## src/rtl/pro_pkg.sv

```systemverilog
// Overview of operation
// [RL1] Sixteen Boolean and six arithmetic codes
// [RL2] Boolean ops bitwise, all pixel sizes
// [RL3] Arithmetic unsigned, pixel sizes 4/8/16 only
// [RL4] Combine source with destination, write result
// [RL5] Operation taken from control select field
// [RL6] Codes 0-3: copy, AND, AND-not-dst, zeros
// [RL7] Codes 4-7: OR-not-dst, XNOR, not-dst, NOR
// [RL8] Codes 8-b: OR, keep dst, XOR, not-src-AND
// [RL9] Codes c-f: ones, not-src-OR, NAND, not-src
// [RL10] 10000 add, 10010 dst minus src
// [RL11] Plain add/subtract wraps within pixel
// [RL12] No carry between packed pixel fields
// [RL13] Saturating add clamps to all ones
// [RL14] Saturating subtract clamps to zero
// [RL15] Max and min; codes 10110+ reserved
// [RL16] Mask operands from memory before operation
// [RL17] Mask result again after operation
// [RL18] Transparency on masked result, then write
// [RL19] Read-modify-write only when needed
// [RL20] Copy skips combining with destination
// [RL21] Mask one bit: reads zero, write protected
// [RL22] Register sources bypass plane masking
// [RL23] Zero masked source pixel is transparent
// [RL24] All packed pixels processed in one pass
// [RL25] Reserved code leaves destination unchanged
package pro_pkg;
  // ----------------------------------------------
  // Register offsets (byte addresses)
  // ----------------------------------------------
  localparam logic [3:0] PRO_OFS_CTRL = 4'h0;
  localparam logic [3:0] PRO_OFS_MASK = 4'h4;
  localparam logic [3:0] PRO_OFS_SRC = 4'h8;
  localparam logic [3:0] PRO_OFS_DST = 4'hc;
  // Control field positions
  localparam int PRO_CTRL_OP_LSB = 0;
  localparam int PRO_CTRL_PSZ_LSB = 8;
  localparam int PRO_CTRL_TRANS_BIT = 12;
  localparam int PRO_CTRL_REGSRC_BIT = 13;
  localparam int PRO_CTRL_UNALIGN_BIT = 14;
  // Reset values
  localparam logic [4:0] PRO_RST_OP = 5'h00;
  localparam logic [2:0] PRO_RST_PSZ = 3'h0;
  localparam logic [15:0] PRO_RST_MASK = 16'h0000;
  // Pixel size codes: 1,2,4,8,16 bits
  localparam logic [2:0] PRO_PSZ_1 = 3'h0;
  localparam logic [2:0] PRO_PSZ_2 = 3'h1;
  localparam logic [2:0] PRO_PSZ_4 = 3'h2;
  localparam logic [2:0] PRO_PSZ_8 = 3'h3;
  localparam logic [2:0] PRO_PSZ_16 = 3'h4;
  // Operation codes
  localparam logic [4:0] PRO_OP_COPY = 5'h00;
  localparam logic [4:0] PRO_OP_AND = 5'h01;
  localparam logic [4:0] PRO_OP_ANDND = 5'h02;
  localparam logic [4:0] PRO_OP_ZERO = 5'h03;
  localparam logic [4:0] PRO_OP_ORND = 5'h04;
  localparam logic [4:0] PRO_OP_XNOR = 5'h05;
  localparam logic [4:0] PRO_OP_NDST = 5'h06;
  localparam logic [4:0] PRO_OP_NOR = 5'h07;
  localparam logic [4:0] PRO_OP_OR = 5'h08;
  localparam logic [4:0] PRO_OP_KEEP = 5'h09;
  localparam logic [4:0] PRO_OP_XOR = 5'h0a;
  localparam logic [4:0] PRO_OP_NSAND = 5'h0b;
  localparam logic [4:0] PRO_OP_ONES = 5'h0c;
  localparam logic [4:0] PRO_OP_NSOR = 5'h0d;
  localparam logic [4:0] PRO_OP_NAND = 5'h0e;
  localparam logic [4:0] PRO_OP_NSRC = 5'h0f;
  localparam logic [4:0] PRO_OP_ADD = 5'h10;
  localparam logic [4:0] PRO_OP_ADD_SATURATING = 5'h11;
  localparam logic [4:0] PRO_OP_SUB = 5'h12;
  localparam logic [4:0] PRO_OP_SUBTRACT_SATURATING = 5'h13;
  localparam logic [4:0] PRO_OP_MAX = 5'h14;
  localparam logic [4:0] PRO_OP_MIN = 5'h15;
endpackage

```

## src/rtl/pro_raster_unit.sv

```systemverilog
`timescale 1ns/1ps
module pro_raster_unit
(
  // Clock and reset
  input wire logic mclk_i,
  input wire logic rst_b_i,
  // Wishbone slave
  input wire logic cyc_i,
  input wire logic stb_i,
  input wire logic we_i,
  input wire logic [3:0] adr_i,
  input wire logic [3:0] sel_i,
  input wire logic [31:0] dat_i,
  output logic [31:0] dat_o,
  output logic ack_o,
  output logic err_o,
  // Write-back result
  output logic [15:0] wr_data_o,
  output logic [15:0] wr_enable_o,
  output logic rmw_o
);
  // ----------------------------------------------
  // Registers
  // ----------------------------------------------
  logic [4:0] raster_op_select;
  logic [2:0] pix_size;
  logic trans_en;
  logic reg_src;
  logic unaligned;
  logic [15:0] plane_protect_mask;
  logic [15:0] src_word;
  logic [15:0] dst_word;

  // ----------------------------------------------
  // Bus decode
  // ----------------------------------------------
  wire acc = cyc_i & stb_i & ~ack_o & ~err_o;
  wire hit_ctrl = adr_i == pro_pkg::PRO_OFS_CTRL;
  wire hit_mask = adr_i == pro_pkg::PRO_OFS_MASK;
  wire hit_src = adr_i == pro_pkg::PRO_OFS_SRC;
  wire hit_dst = adr_i == pro_pkg::PRO_OFS_DST;
  wire mapped = hit_ctrl | hit_mask | hit_src | hit_dst;
  wire wr0 = acc & we_i & sel_i[0];
  wire wr1 = acc & we_i & sel_i[1];
  wire [15:0] ctrl_rd = {1'b0, unaligned, reg_src, trans_en, 1'b0, pix_size, 3'h0, raster_op_select};
  wire [15:0] rd_sel = hit_ctrl ? ctrl_rd : hit_mask ? plane_protect_mask : hit_src ? src_word
                       : hit_dst ? dst_word : 16'h0000;

  // Bus handshake, one wait state free answer in next cycle
  always_ff @(posedge mclk_i or negedge rst_b_i)
  begin
    if (!rst_b_i)
    begin
      ack_o <= 1'b0;
      err_o <= 1'b0;
      dat_o <= 32'h0000_0000;
    end
    else
    begin
      ack_o <= acc & mapped;
      err_o <= acc & ~mapped; // Unmapped address answered with error
      dat_o <= {16'h0000, rd_sel};
    end
  end

  // Control register, op select steers the datapath
  always_ff @(posedge mclk_i or negedge rst_b_i)
  begin
    if (!rst_b_i)
    begin
      raster_op_select <= pro_pkg::PRO_RST_OP;
      pix_size <= pro_pkg::PRO_RST_PSZ;
      trans_en <= 1'b0;
      reg_src <= 1'b0;
      unaligned <= 1'b0;
    end
    else
    begin
      if (hit_ctrl && wr0)
        raster_op_select <= dat_i[pro_pkg::PRO_CTRL_OP_LSB +: 5]; // RL5
      if (hit_ctrl && wr1)
      begin
        pix_size <= dat_i[pro_pkg::PRO_CTRL_PSZ_LSB +: 3];
        trans_en <= dat_i[pro_pkg::PRO_CTRL_TRANS_BIT];
        reg_src <= dat_i[pro_pkg::PRO_CTRL_REGSRC_BIT];
        unaligned <= dat_i[pro_pkg::PRO_CTRL_UNALIGN_BIT];
      end
    end
  end

  // Mask and operand words, byte-lane writes
  always_ff @(posedge mclk_i or negedge rst_b_i)
  begin
    if (!rst_b_i)
    begin
      plane_protect_mask <= pro_pkg::PRO_RST_MASK;
      src_word <= 16'h0000;
      dst_word <= 16'h0000;
    end
    else
    begin
      if (hit_mask && wr0) plane_protect_mask[7:0] <= dat_i[7:0];
      if (hit_mask && wr1) plane_protect_mask[15:8] <= dat_i[15:8];
      if (hit_src && wr0) src_word[7:0] <= dat_i[7:0];
      if (hit_src && wr1) src_word[15:8] <= dat_i[15:8];
      if (hit_dst && wr0) dst_word[7:0] <= dat_i[7:0];
      if (hit_dst && wr1) dst_word[15:8] <= dat_i[15:8];
    end
  end

  // ----------------------------------------------
  // Operand masking
  // ----------------------------------------------
  // Protected planes read as zero; register sources pass untouched
  wire [15:0] src_m = reg_src ? src_word : (src_word & ~plane_protect_mask); // RL16 RL21 RL22
  wire [15:0] dst_m = dst_word & ~plane_protect_mask; // RL16 RL21

  // ----------------------------------------------
  // Boolean result, bitwise so any pixel size works
  // ----------------------------------------------
  logic [15:0] bool_r;
  always_comb
  begin
    case (raster_op_select[3:0]) // RL1 RL2
      4'h0: bool_r = src_m; // RL6 RL20
      4'h1: bool_r = src_m & dst_m;
      4'h2: bool_r = src_m & ~dst_m;
      4'h3: bool_r = 16'h0000;
      4'h4: bool_r = src_m | ~dst_m; // RL7
      4'h5: bool_r = ~(src_m ^ dst_m);
      4'h6: bool_r = ~dst_m;
      4'h7: bool_r = ~(src_m | dst_m);
      4'h8: bool_r = src_m | dst_m; // RL8
      4'h9: bool_r = dst_m;
      4'ha: bool_r = src_m ^ dst_m;
      4'hb: bool_r = ~src_m & dst_m;
      4'hc: bool_r = 16'hffff; // RL9
      4'hd: bool_r = ~src_m | dst_m;
      4'he: bool_r = ~(src_m & dst_m);
      default: bool_r = ~src_m;
    endcase
  end

  // ----------------------------------------------
  // Arithmetic on 4-bit nibbles, chained per pixel size
  // ----------------------------------------------
  // Carries only cross nibble seams inside one pixel
  wire link1 = pix_size == pro_pkg::PRO_PSZ_8 || pix_size == pro_pkg::PRO_PSZ_16; // RL12 RL24
  wire link2 = pix_size == pro_pkg::PRO_PSZ_16;
  // Bit 0 stays clear: the lowest nibble always starts a pixel
  wire [3:0] chain = {link1, link2, link1, 1'b0}; // Seam into nibble k from k-1
  wire [3:0] msn = {1'b1, ~link1, ~link2, ~link1}; // Nibble ends a pixel
  logic [4:0] add_c;
  logic [4:0] sub_c;
  logic [4:0] cmp_gt;
  logic [4:0] cmp_eq;
  logic [15:0] sum_w;
  logic [15:0] dif_w;
  logic [3:0] ovf;
  logic [3:0] unf;
  logic [3:0] sgt;
  logic [3:0] seq;
  always_comb
  begin
    add_c = 5'h00;
    sub_c = 5'h00;
    sum_w = 16'h0000;
    dif_w = 16'h0000;
    for (int k = 0; k < 4; k++)
    begin
      logic [4:0] s;
      logic [4:0] d;
      logic ci;
      logic bi;
      s = 5'h00;
      d = 5'h00;
      ci = chain[k] & add_c[k];
      bi = chain[k] & sub_c[k];
      s = {1'b0, dst_m[4*k +: 4]} + {1'b0, src_m[4*k +: 4]} + {4'h0, ci}; // RL10 RL3
      d = {1'b0, dst_m[4*k +: 4]} - {1'b0, src_m[4*k +: 4]} - {4'h0, bi};
      sum_w[4*k +: 4] = s[3:0]; // RL11
      dif_w[4*k +: 4] = d[3:0];
      add_c[k+1] = s[4];
      sub_c[k+1] = d[4];
    end
  end

  // Compare nibbles from the top of each pixel downward
  always_comb
  begin
    cmp_gt = 5'h00;
    cmp_eq = 5'h00;
    for (int k = 3; k >= 0; k--)
    begin
      logic gt_hi;
      logic eq_hi;
      gt_hi = msn[k] ? 1'b0 : cmp_gt[k+1];
      eq_hi = msn[k] ? 1'b1 : cmp_eq[k+1];
      cmp_gt[k] = gt_hi | (eq_hi & (src_m[4*k +: 4] > dst_m[4*k +: 4]));
      cmp_eq[k] = eq_hi & (src_m[4*k +: 4] == dst_m[4*k +: 4]);
    end
  end

  // Per-nibble pixel flags, taken from the pixel's end nibbles
  always_comb
  begin
    for (int k = 0; k < 4; k++)
    begin
      ovf[k] = 1'b0;
      unf[k] = 1'b0;
      sgt[k] = 1'b0;
      seq[k] = 1'b0;
      for (int j = 0; j < 4; j++)
      begin
        // Pixel top nibble j covers k when no end lies between
        if (j >= k && msn[j] && (j == k || !(|(msn[k +: 1] & 1'b0))))
        begin
          if (j == k || (j > k && !msn[k] && (j - k == 1 || !msn[k + 1]) && (j - k < 3 || !msn[k + 2])))
          begin
            ovf[k] = add_c[j+1];
            unf[k] = sub_c[j+1];
          end
        end
      end
      sgt[k] = cmp_gt[lsn_top(k)];
      seq[k] = cmp_eq[lsn_top(k)];
    end
  end

  // Lowest nibble of the pixel holding nibble k
  function automatic int lsn_top(input int k);
    int b;
    b = k;
    while (b > 0 && chain[b]) b--;
    return b;
  endfunction

  // ----------------------------------------------
  // Arithmetic result select
  // ----------------------------------------------
  logic [15:0] arith_r;
  logic arith_ok;
  always_comb
  begin
    arith_r = dst_m;
    arith_ok = pix_size == pro_pkg::PRO_PSZ_4 || link1; // RL3
    for (int k = 0; k < 4; k++)
    begin
      case (raster_op_select)
        pro_pkg::PRO_OP_ADD: arith_r[4*k +: 4] = sum_w[4*k +: 4];
        pro_pkg::PRO_OP_ADD_SATURATING: arith_r[4*k +: 4] = ovf[k] ? 4'hf : sum_w[4*k +: 4]; // RL13
        pro_pkg::PRO_OP_SUB: arith_r[4*k +: 4] = dif_w[4*k +: 4];
        pro_pkg::PRO_OP_SUBTRACT_SATURATING: arith_r[4*k +: 4] = unf[k] ? 4'h0 : dif_w[4*k +: 4]; // RL14
        pro_pkg::PRO_OP_MAX: arith_r[4*k +: 4] = sgt[k] ? src_m[4*k +: 4] : dst_m[4*k +: 4]; // RL15
        pro_pkg::PRO_OP_MIN: arith_r[4*k +: 4] = (sgt[k] | seq[k]) ? dst_m[4*k +: 4] : src_m[4*k +: 4];
        default: arith_r[4*k +: 4] = dst_m[4*k +: 4]; // RL25
      endcase
    end
  end

  // ----------------------------------------------
  // Result masking, transparency, write enables
  // ----------------------------------------------
  wire is_arith = raster_op_select[4];
  wire reserved = is_arith && (raster_op_select > pro_pkg::PRO_OP_MIN || !arith_ok); // RL25
  wire [15:0] op_r = is_arith ? arith_r : bool_r; // RL4
  wire [15:0] res_m = op_r & ~plane_protect_mask; // RL17
  logic [15:0] opaque;
  always_comb
  begin
    for (int i = 0; i < 16; i++)
    begin
      case (pix_size)
        pro_pkg::PRO_PSZ_1: opaque[i] = src_m[i];
        pro_pkg::PRO_PSZ_2: opaque[i] = |src_m[(i/2)*2 +: 2];
        pro_pkg::PRO_PSZ_4: opaque[i] = |src_m[(i/4)*4 +: 4];
        pro_pkg::PRO_PSZ_8: opaque[i] = |src_m[(i/8)*8 +: 8];
        default: opaque[i] = |src_m;
      endcase
    end
  end
  // Transparent pixels and protected planes are held in memory
  wire [15:0] trans_keep = trans_en ? opaque : 16'hffff; // RL23 RL18
  wire [15:0] next_wr_enable = reserved ? 16'h0000 : (trans_keep & ~plane_protect_mask); // RL21
  wire masking = |plane_protect_mask;
  wire next_rmw = ((masking | trans_en) && pix_size != pro_pkg::PRO_PSZ_16) || unaligned; // RL19

  // Registered write-back outputs
  always_ff @(posedge mclk_i or negedge rst_b_i)
  begin
    if (!rst_b_i)
    begin
      wr_data_o <= 16'h0000;
      wr_enable_o <= 16'h0000;
      rmw_o <= 1'b0;
    end
    else
    begin
      wr_data_o <= reserved ? dst_word : res_m; // RL18
      wr_enable_o <= next_wr_enable;
      rmw_o <= next_rmw;
    end
  end
endmodule // pro_raster_unit

```

## config.mk

```make
export PLATFORM = sky130hd
export DESIGN_NAME = pro_raster_unit
export DESIGN_NICKNAME = d
export VERILOG_FILES = /design/src/rtl/pro_pkg.sv /design/src/rtl/pro_raster_unit.sv
export SDC_FILE = /design/constraint.sdc
export NUM_CORES = 1
export LEC_CHECK = 0
export ABC_AREA = 1
export BUFFER_PORTS_ARGS = -buffer_cell sky130_fd_sc_hd__buf_2
export CAP_MARGIN = 15
export CORE_ASPECT_RATIO = 1.25
export CORE_MARGIN = 10
export CORE_UTILIZATION = 50
export CTS_CLUSTER_DIAMETER = 120
export DETAILED_ROUTE_END_ITERATION = 8
export PLACE_DENSITY_LB_ADDON = 0.1
export SYNTH_ARGS = -nofsm -noshare
export SYNTH_HDL_FRONTEND = slang
export SYNTH_SLANG_ARGS = --single-unit
```

## constraint.sdc

```tcl
create_clock -name mclk_i -period 7.1 [get_ports mclk_i]
set_input_delay 1.065 -clock mclk_i [delete_from_list [all_inputs] [get_ports mclk_i]]
set_output_delay 1.065 -clock mclk_i [all_outputs]
set_load 0.05 [all_outputs]
```

-- Word level (Yosys, flattened, before mapping)
Cells that the tools add are included.
- register bits: 110
- latch bits: 0
- bits in writable memories: 0
- bits in read-only memories: 0
- bits of input ports: 45
- output and inout port bits: 67
- word-level logic and storage cells: 254
- memories: 0
- add/subtract/negate cells: 14
- $mul: 0
- div/mod/pow operators: 0
- order comparisons: 8
- equality and inequality tests: 32
- shift operators: 0
- multiplexer cells: 96
- bitwise gates (word level): 51
- reductions and logical operators: 36
- operator list (operator ; number):
    one-hot mux 16 bit (15 select lines) ; 1
    two-way mux 16 bit ; 9
    AND 16 bit ; 7
    NOT 16 bit ; 6
    one-hot mux 4 bit (6 select lines) ; 4
    < comparator 32 x 5 -> 1 bit, second input constant ; 2
    two-way mux 32 bit ; 2
    two-way mux 4 bit ; 16
    one-hot mux 1 bit (4 select lines) ; 16
    bitwise OR 16 bit ; 3
    two-way mux 1 bit ; 41
    == test 4 bit, second input constant ; 9
    OR reduction 16 bit ; 2
    == test 5 bit, second input constant ; 6
    adder 4 x 4 -> 5 bit ; 4
    AND 1 bit ; 20
    == test 4 x 3 -> 1 bit, second input constant ; 5
    subtractor 4 x 4 -> 5 bit ; 4
    binary-select mux 1 bit (select 3 bit) ; 6
    == test 4 bit ; 4
    greater-than comparator 4 bit ; 4
    OR reduction 2 bit ; 8
    OR reduction 4 bit ; 4
    OR reduction 8 bit ; 2
    other kinds (19) ; 52

-- Depth between registers and ports, before layout
- depth in word-level cells: 20
- depth in mapped cells: 44

-- Worst setup path after synthesis
Ideal clock, no wire load.
- kind: register to register
- start: reg reg_src
- end: reg wr_data_o[2]
- library setup time: 0.116 ns
- data arrival time: 6.306 ns
- setup slack: 0.677 ns
- stages on the path, launching flop included: 42
- clock period less this slack: 6.423 ns
- path through: dfrtp_1 -> buf_4 -> inv_4 -> a21oi_1 -> inv_1 -> fa_1 -> nand3_1 -> nand3_1 -> fa_1 -> inv_1 -> fa_1 -> nand2_1 -> a21oi_1 -> xor2_1 -> or2_2 -> fa_1 -> inv_1 -> fa_1 -> [... 6 more ...] -> inv_1 -> nand2_1 -> nand2_1 -> nand3b_1 -> nand2_1 -> nand2_1 -> nand2_1 -> inv_1 -> nand3_1 -> nand2_1 -> inv_1 -> nor2_1 -> nor2_1 -> nand3_1 -> nand2_1 -> nand2_1 -> nand2_1 -> nand2_1
- word-level cells in the longest chain between the ends: 15
- elaborated cells between the ends (all ways): 77
- classes of those cells: add/sub (14); order compare (4); eq/ne (4); mux (27); bitwise (28)
- ends and longest elaborated chain (what ; line ; text):
    from (decl) ; pro_raster_unit.sv:28 ; logic reg_src;
    from (signal assigned) ; pro_raster_unit.sv:85 ; reg_src <= dat_i[pro_pkg::PRO_CTRL_REGSRC_BIT];
    two-way mux 16 bit (*) ; pro_raster_unit.sv:115 ; wire [15:0] src_m = reg_src ? src_word : (src_word & ~plane_protect_mask);
    branches (longest 11 deep; another with subtractor 4 x 4 -> 5 bit) ; n/a ;
    two-way mux 16 bit (*) ; pro_raster_unit.sv:266 ; wire [15:0] op_r = is_arith ? arith_r : bool_r;
    AND 16 bit (*) ; pro_raster_unit.sv:267 ; wire [15:0] res_m = op_r & ~plane_protect_mask;
    two-way mux 16 bit (*) ; pro_raster_unit.sv:299 ; wr_data_o <= reserved ? dst_word : res_m;
    to (signal assigned) ; pro_raster_unit.sv:299 ;
    to (decl) ; pro_raster_unit.sv:18 ; output logic [15:0] wr_data_o,
Every way passes the cells marked *.
A chain may end at the register's enable or synchronous reset.

-- Worst setup path in the final report
- start: reg plane_protect_mask[2]
- end: reg wr_data_o[13]
- word-level cells in the longest chain between the ends: 15
- elaborated cells between the ends (all ways): 38
- classes of those cells: add/sub (8); order compare (1); eq/ne (1); mux (14); bitwise (14)
- ends and longest elaborated chain (what ; line ; text):
    from (decl) ; pro_raster_unit.sv:30 ; logic [15:0] plane_protect_mask;
    from (signal assigned) ; pro_raster_unit.sv:96 ; plane_protect_mask <= pro_pkg::PRO_RST_MASK;
    from (signal assigned) ; pro_raster_unit.sv:102 ; if (hit_mask && wr0) plane_protect_mask[7:0] <= dat_i[7:0];
    NOT 16 bit (*) ; pro_raster_unit.sv:115, pro_raster_unit.sv:116 ;
    AND 16 bit ; pro_raster_unit.sv:115 ;
    two-way mux 16 bit ; pro_raster_unit.sv:115 ;
    subtractor 4 x 4 -> 5 bit, or another cell as far along ; pro_raster_unit.sv:180 ; d = {1'b0, dst_m[4*k +: 4]} - {1'b0, src_m[4*k +: 4]} - {4'h0, bi};
    AND 1 bit, on equally long branches ; pro_raster_unit.sv:178, pro_raster_unit.sv:177, pro_raster_unit.sv:199 ;
    subtractor 5 x 1 -> 5 bit, or another cell as far along ; pro_raster_unit.sv:180 ;
    AND 1 bit, or another cell as far along ; pro_raster_unit.sv:178 ; bi = chain[k] & sub_c[k];
    subtractor 5 x 1 -> 5 bit, or another cell as far along ; pro_raster_unit.sv:180 ;
    AND 1 bit, or another cell as far along ; pro_raster_unit.sv:178 ;
    subtractor 5 x 1 -> 5 bit, or another cell as far along ; pro_raster_unit.sv:180 ;
    two-way mux 4 bit, on equally long branches ; pro_raster_unit.sv:253, pro_raster_unit.sv:251, pro_raster_unit.sv:255 ;
    one-hot mux 4 bit (6 select lines) (*) ; pro_raster_unit.sv:249 ; case (raster_op_select)
    two-way mux 16 bit (*) ; pro_raster_unit.sv:266 ;
    AND 16 bit (*) ; pro_raster_unit.sv:267 ;
    two-way mux 16 bit (*) ; pro_raster_unit.sv:299 ;
Mark *: on every way between the ends. The rest lies on a longest branch, timed or not. The select of a mux whose other input is x is not followed.

==> run_results.csv <==
group,metric,value,unit
logic_synthesis,ys.warnings.count,0,
route,avgViaCountPerCell,5.76,
timing,max_slew_margin,23.0,%
route,route.vias.total,10505,
placed_design,routabilityCongestion,0.974,
worst_setup_path,cp_slowest_cell,"fa_1",
worst_setup_path,required,7.36,ns
logic_synthesis,synth_area_per_cell,6.80,um2
cts,h-tree-depth,3,
outcome,status,"finished clean",
layout,stdcell_count,1823,
die,io_pins,112,
logic_synthesis,ys_top_cells_by_count,"nand2_1, inv_1, o21ai_0",
placed_design,io_buffers,77,
worst_setup_path,setup.worst_path.start,"plane_protect_mask[2]",
logic_synthesis,yosys.area.top_type_share,27.9,%
worst_setup_path,reg2reg_setup_slack,0.34,ns
timing,fin_crit,6.76,ns
cts,cts_hold_buf,0,
timing,skew,0.0157,ns
worst_setup_path,r2r-start,"plane_protect_mask[2]",
cts,cts_buffers,9,
route,drt_pass1_iterations,6,
timing,final_max_slew_viol_count,0,
global_routing,gr-total-overflow,0,
worst_setup_path,cp_common_cell,"nand2_1",
worst_setup_path,critical_path_buf_inv_count,8,
route,avgRoutedWirePerCell,20.8,um
route,ant_nets,0,
layout,layout.nets,1684,
pwr,total_power,2.30,mW
timing,fmax,0.148,GHz
route,routed_wl,37.9,mm
cts,clkTransAtPathRegs,0.08,ns
die,die_area,25800,um2
worst_setup_path,endpoint,"wr_data_o[13]",
worst_setup_path,cp_max_fo,7,
cts,cts_sinks,110,
global_routing,grt_pass1_wl,58.2,mm
die,die_y,177,um
logic_synthesis,synthMuxAreaShare,0,%
timing,hold_violations,0,
logic_synthesis,synth_area,9870,um2
route,drtIter0Drc,1059,
logic_synthesis,synth_edf_count,0,
worst_setup_path,start_kind,"flip-flop",
worst_setup_path,reg2reg_to,"wr_data_o[13]",
die,die_w,146,um
timing,whs,0.495,ns
timing,fin_crit_sh,95.2,%
logic_synthesis,synth.area.top_cells,"dfrtp_1, nand2_1, ha_1",
worst_setup_path,path_delay_family,"simple AND/OR/NAND/NOR gates",
logic_synthesis,synth_top_family_by_area,"simple AND/OR/NAND/NOR gates",
timing,tightest_slew,1.15,ns
logic_synthesis,synthAdderAreaFrac,12.1,%
cts,clkLatencyLatePin,0.36,ns
logic_synthesis,yosysTopAreaCell,"dfrtp_1",
global_routing,grt_max_degree,71,
worst_setup_path,cp.arrival,7.01,ns
layout,syn_to_final_growth,12.9,%
worst_setup_path,rr_worst_depth,38,
logic_synthesis,ys_seq_area_share,27.9,%
hold_path,hp-class,"flip-flop to flip-flop",
pwr,p_leak,5.55,nW
logic_synthesis,synth_xor_area_share,0.887,%
cts,cts_tree,"yes",
logic_synthesis,yosys.cell_count.top_type,"nand2_1",
logic_synthesis,yosys.area_share.simple,29.3,%
layout,drive_gt1_share,14.6,%
logic_synthesis,synthArstFlopShare,100,%
pwr,p_per_area,206,nW/um2
global_routing,groute.usage.overall,28.5,%
pwr,peakVddDrop,0.000205,V
placed_design,hpwlAfterDp,28.8,mm
die,rows,57,
worst_setup_path,crit_type,"flip-flop to flip-flop",
cts,cts_root_buffer,"clkbuf_16",
die,initial_utilization,50.9,%
cts,ctsResizeCount,0,
logic_synthesis,syn-instance-count,1453,
worst_setup_path,path_depth,38,
timing,setup_viol,0,
cts,postCtsSetupBuffers,0,
logic_synthesis,ys_ff_latch,110,
cts,cts_buffer_depth,2,
worst_setup_path,worst_path_largest_cell_delay,0.47,ns
global_routing,grt_pass1_vias,10180,
global_routing,antenna_found_initial,0,
logic_synthesis,yosys_most_used_dff,"dfrtp_1",
route,drc,0,
layout,antenna_cells,0,
worst_setup_path,crit_path_end_kind,"flip-flop",
flow_run,max_cap_violations,0,
logic_synthesis,synth_cell_type_count,52,
placed_design,placed_cells,1807,
die,core,19400,um2
logic_synthesis,synth_compound_area_share,19.3,%
registers in the layout, indices dropped and copies added (netlist names):
register	cells
dst_word	16
unaligned	1
rmw_o	1
trans_en	1
raster_op_select	5
err_o	1
pix_size	3
wr_data_o	16
plane_protect_mask	16
ack_o	1
dat_o	16
src_word	16
wr_enable_o	16
reg_src	1
layout make-up:
class	instances	area, um2
fill	1947	8250
multi-input combinational	1111	6260
sequential	110	2750
timing repair buffer	132	801
inverter	190	721
tap	265	332
clock buffer	9	225
clock inverter	6	56.3
worst reg2reg max path, delay by kind of cell (launching register included):
kind	cells	cell delay, ns
flip-flops	1	0.44
AND/OR/NAND/NOR	18	2.34
buffers and inverters	8	0.82
XOR/XNOR	2	0.25
adder cells (fa/ha/maj)	6	2.16
AO/OA/AOI/OAI	4	0.68
cells in the final DEF, fill, tap and decap left out, types with 7 or more instances in the layout:
cell type and instances:
a211oi_1 19, a21oi_1 69, buf_2 76, buf_4 56
clkbuf_16 9, conb_1 16, dfrtp_1 109, fa_1 12
ha_1 67, inv_1 172, inv_2 13, nand2_1 418
nand2_2 18, nand3_1 69, nand4_1 19, nor2_1 94
nor2_2 9, nor3_1 26, o2111ai_1 16, o211ai_1 16
o21ai_0 112, o21ai_1 7, o22ai_1 45
layer usage:
layer / GRT usage, % / wire [um] / vias up
li1: - / - / 4986
met1: 37.0 / 15800 / 4871
met2: 46.7 / 17500 / 542
met3: 3.79 / 2980 / 106
met4: 12.5 / 1550 / 0
met5: 0 / 0 / -
through the flow:
stage | utilization, % | TNS (ns) | cell area [um2] | worst slack (ns)
after detailed placement | 55.4 | 0 | 10700 | 0.0366
final | 57.5 | 0 | 11100 | 0.344
after CTS | 56.9 | 0 | 11000 | 0.00721
after global routing | 57.5 | -0.0276 | 11100 | -0.0210
after floorplan | - | 0 | 9930 | 0.677
after global placement | 55.4 | 0 | 10700 | 0.0762
power breakdown:
group	switching [mW]	internal [mW]
registers	0.0516	0.693
clock network	0.248	0.243
logic	0.760	0.301
total	1.06	1.24
kinds of logic (layout without fill, tap and decap cells):
logic type	Yosys count	after routing
adder cells (fa/ha/maj)	85	85
buffers and inverters	247	337
flip-flops	110	110
other	1	16
AND/OR/NAND/NOR	679	679
AO/OA/AOI/OAI	321	321
XOR/XNOR	10	10
worst min-delay path by stage:
stage / from / end / slack [ns] / cells after the start
floorplan: src_word[11] / src_word[11] / 0.45 / 2
global placement: src_word[11] / src_word[11] / 0.47 / 2
detailed placement: src_word[11] / src_word[11] / 0.47 / 2
CTS: src_word[11] / src_word[11] / 0.50 / 2
global route: src_word[11] / src_word[11] / 0.53 / 2
finish: src_word[15] / src_word[15] / 0.50 / 2
No activity file was read; power rests on OpenSTA's default activity.
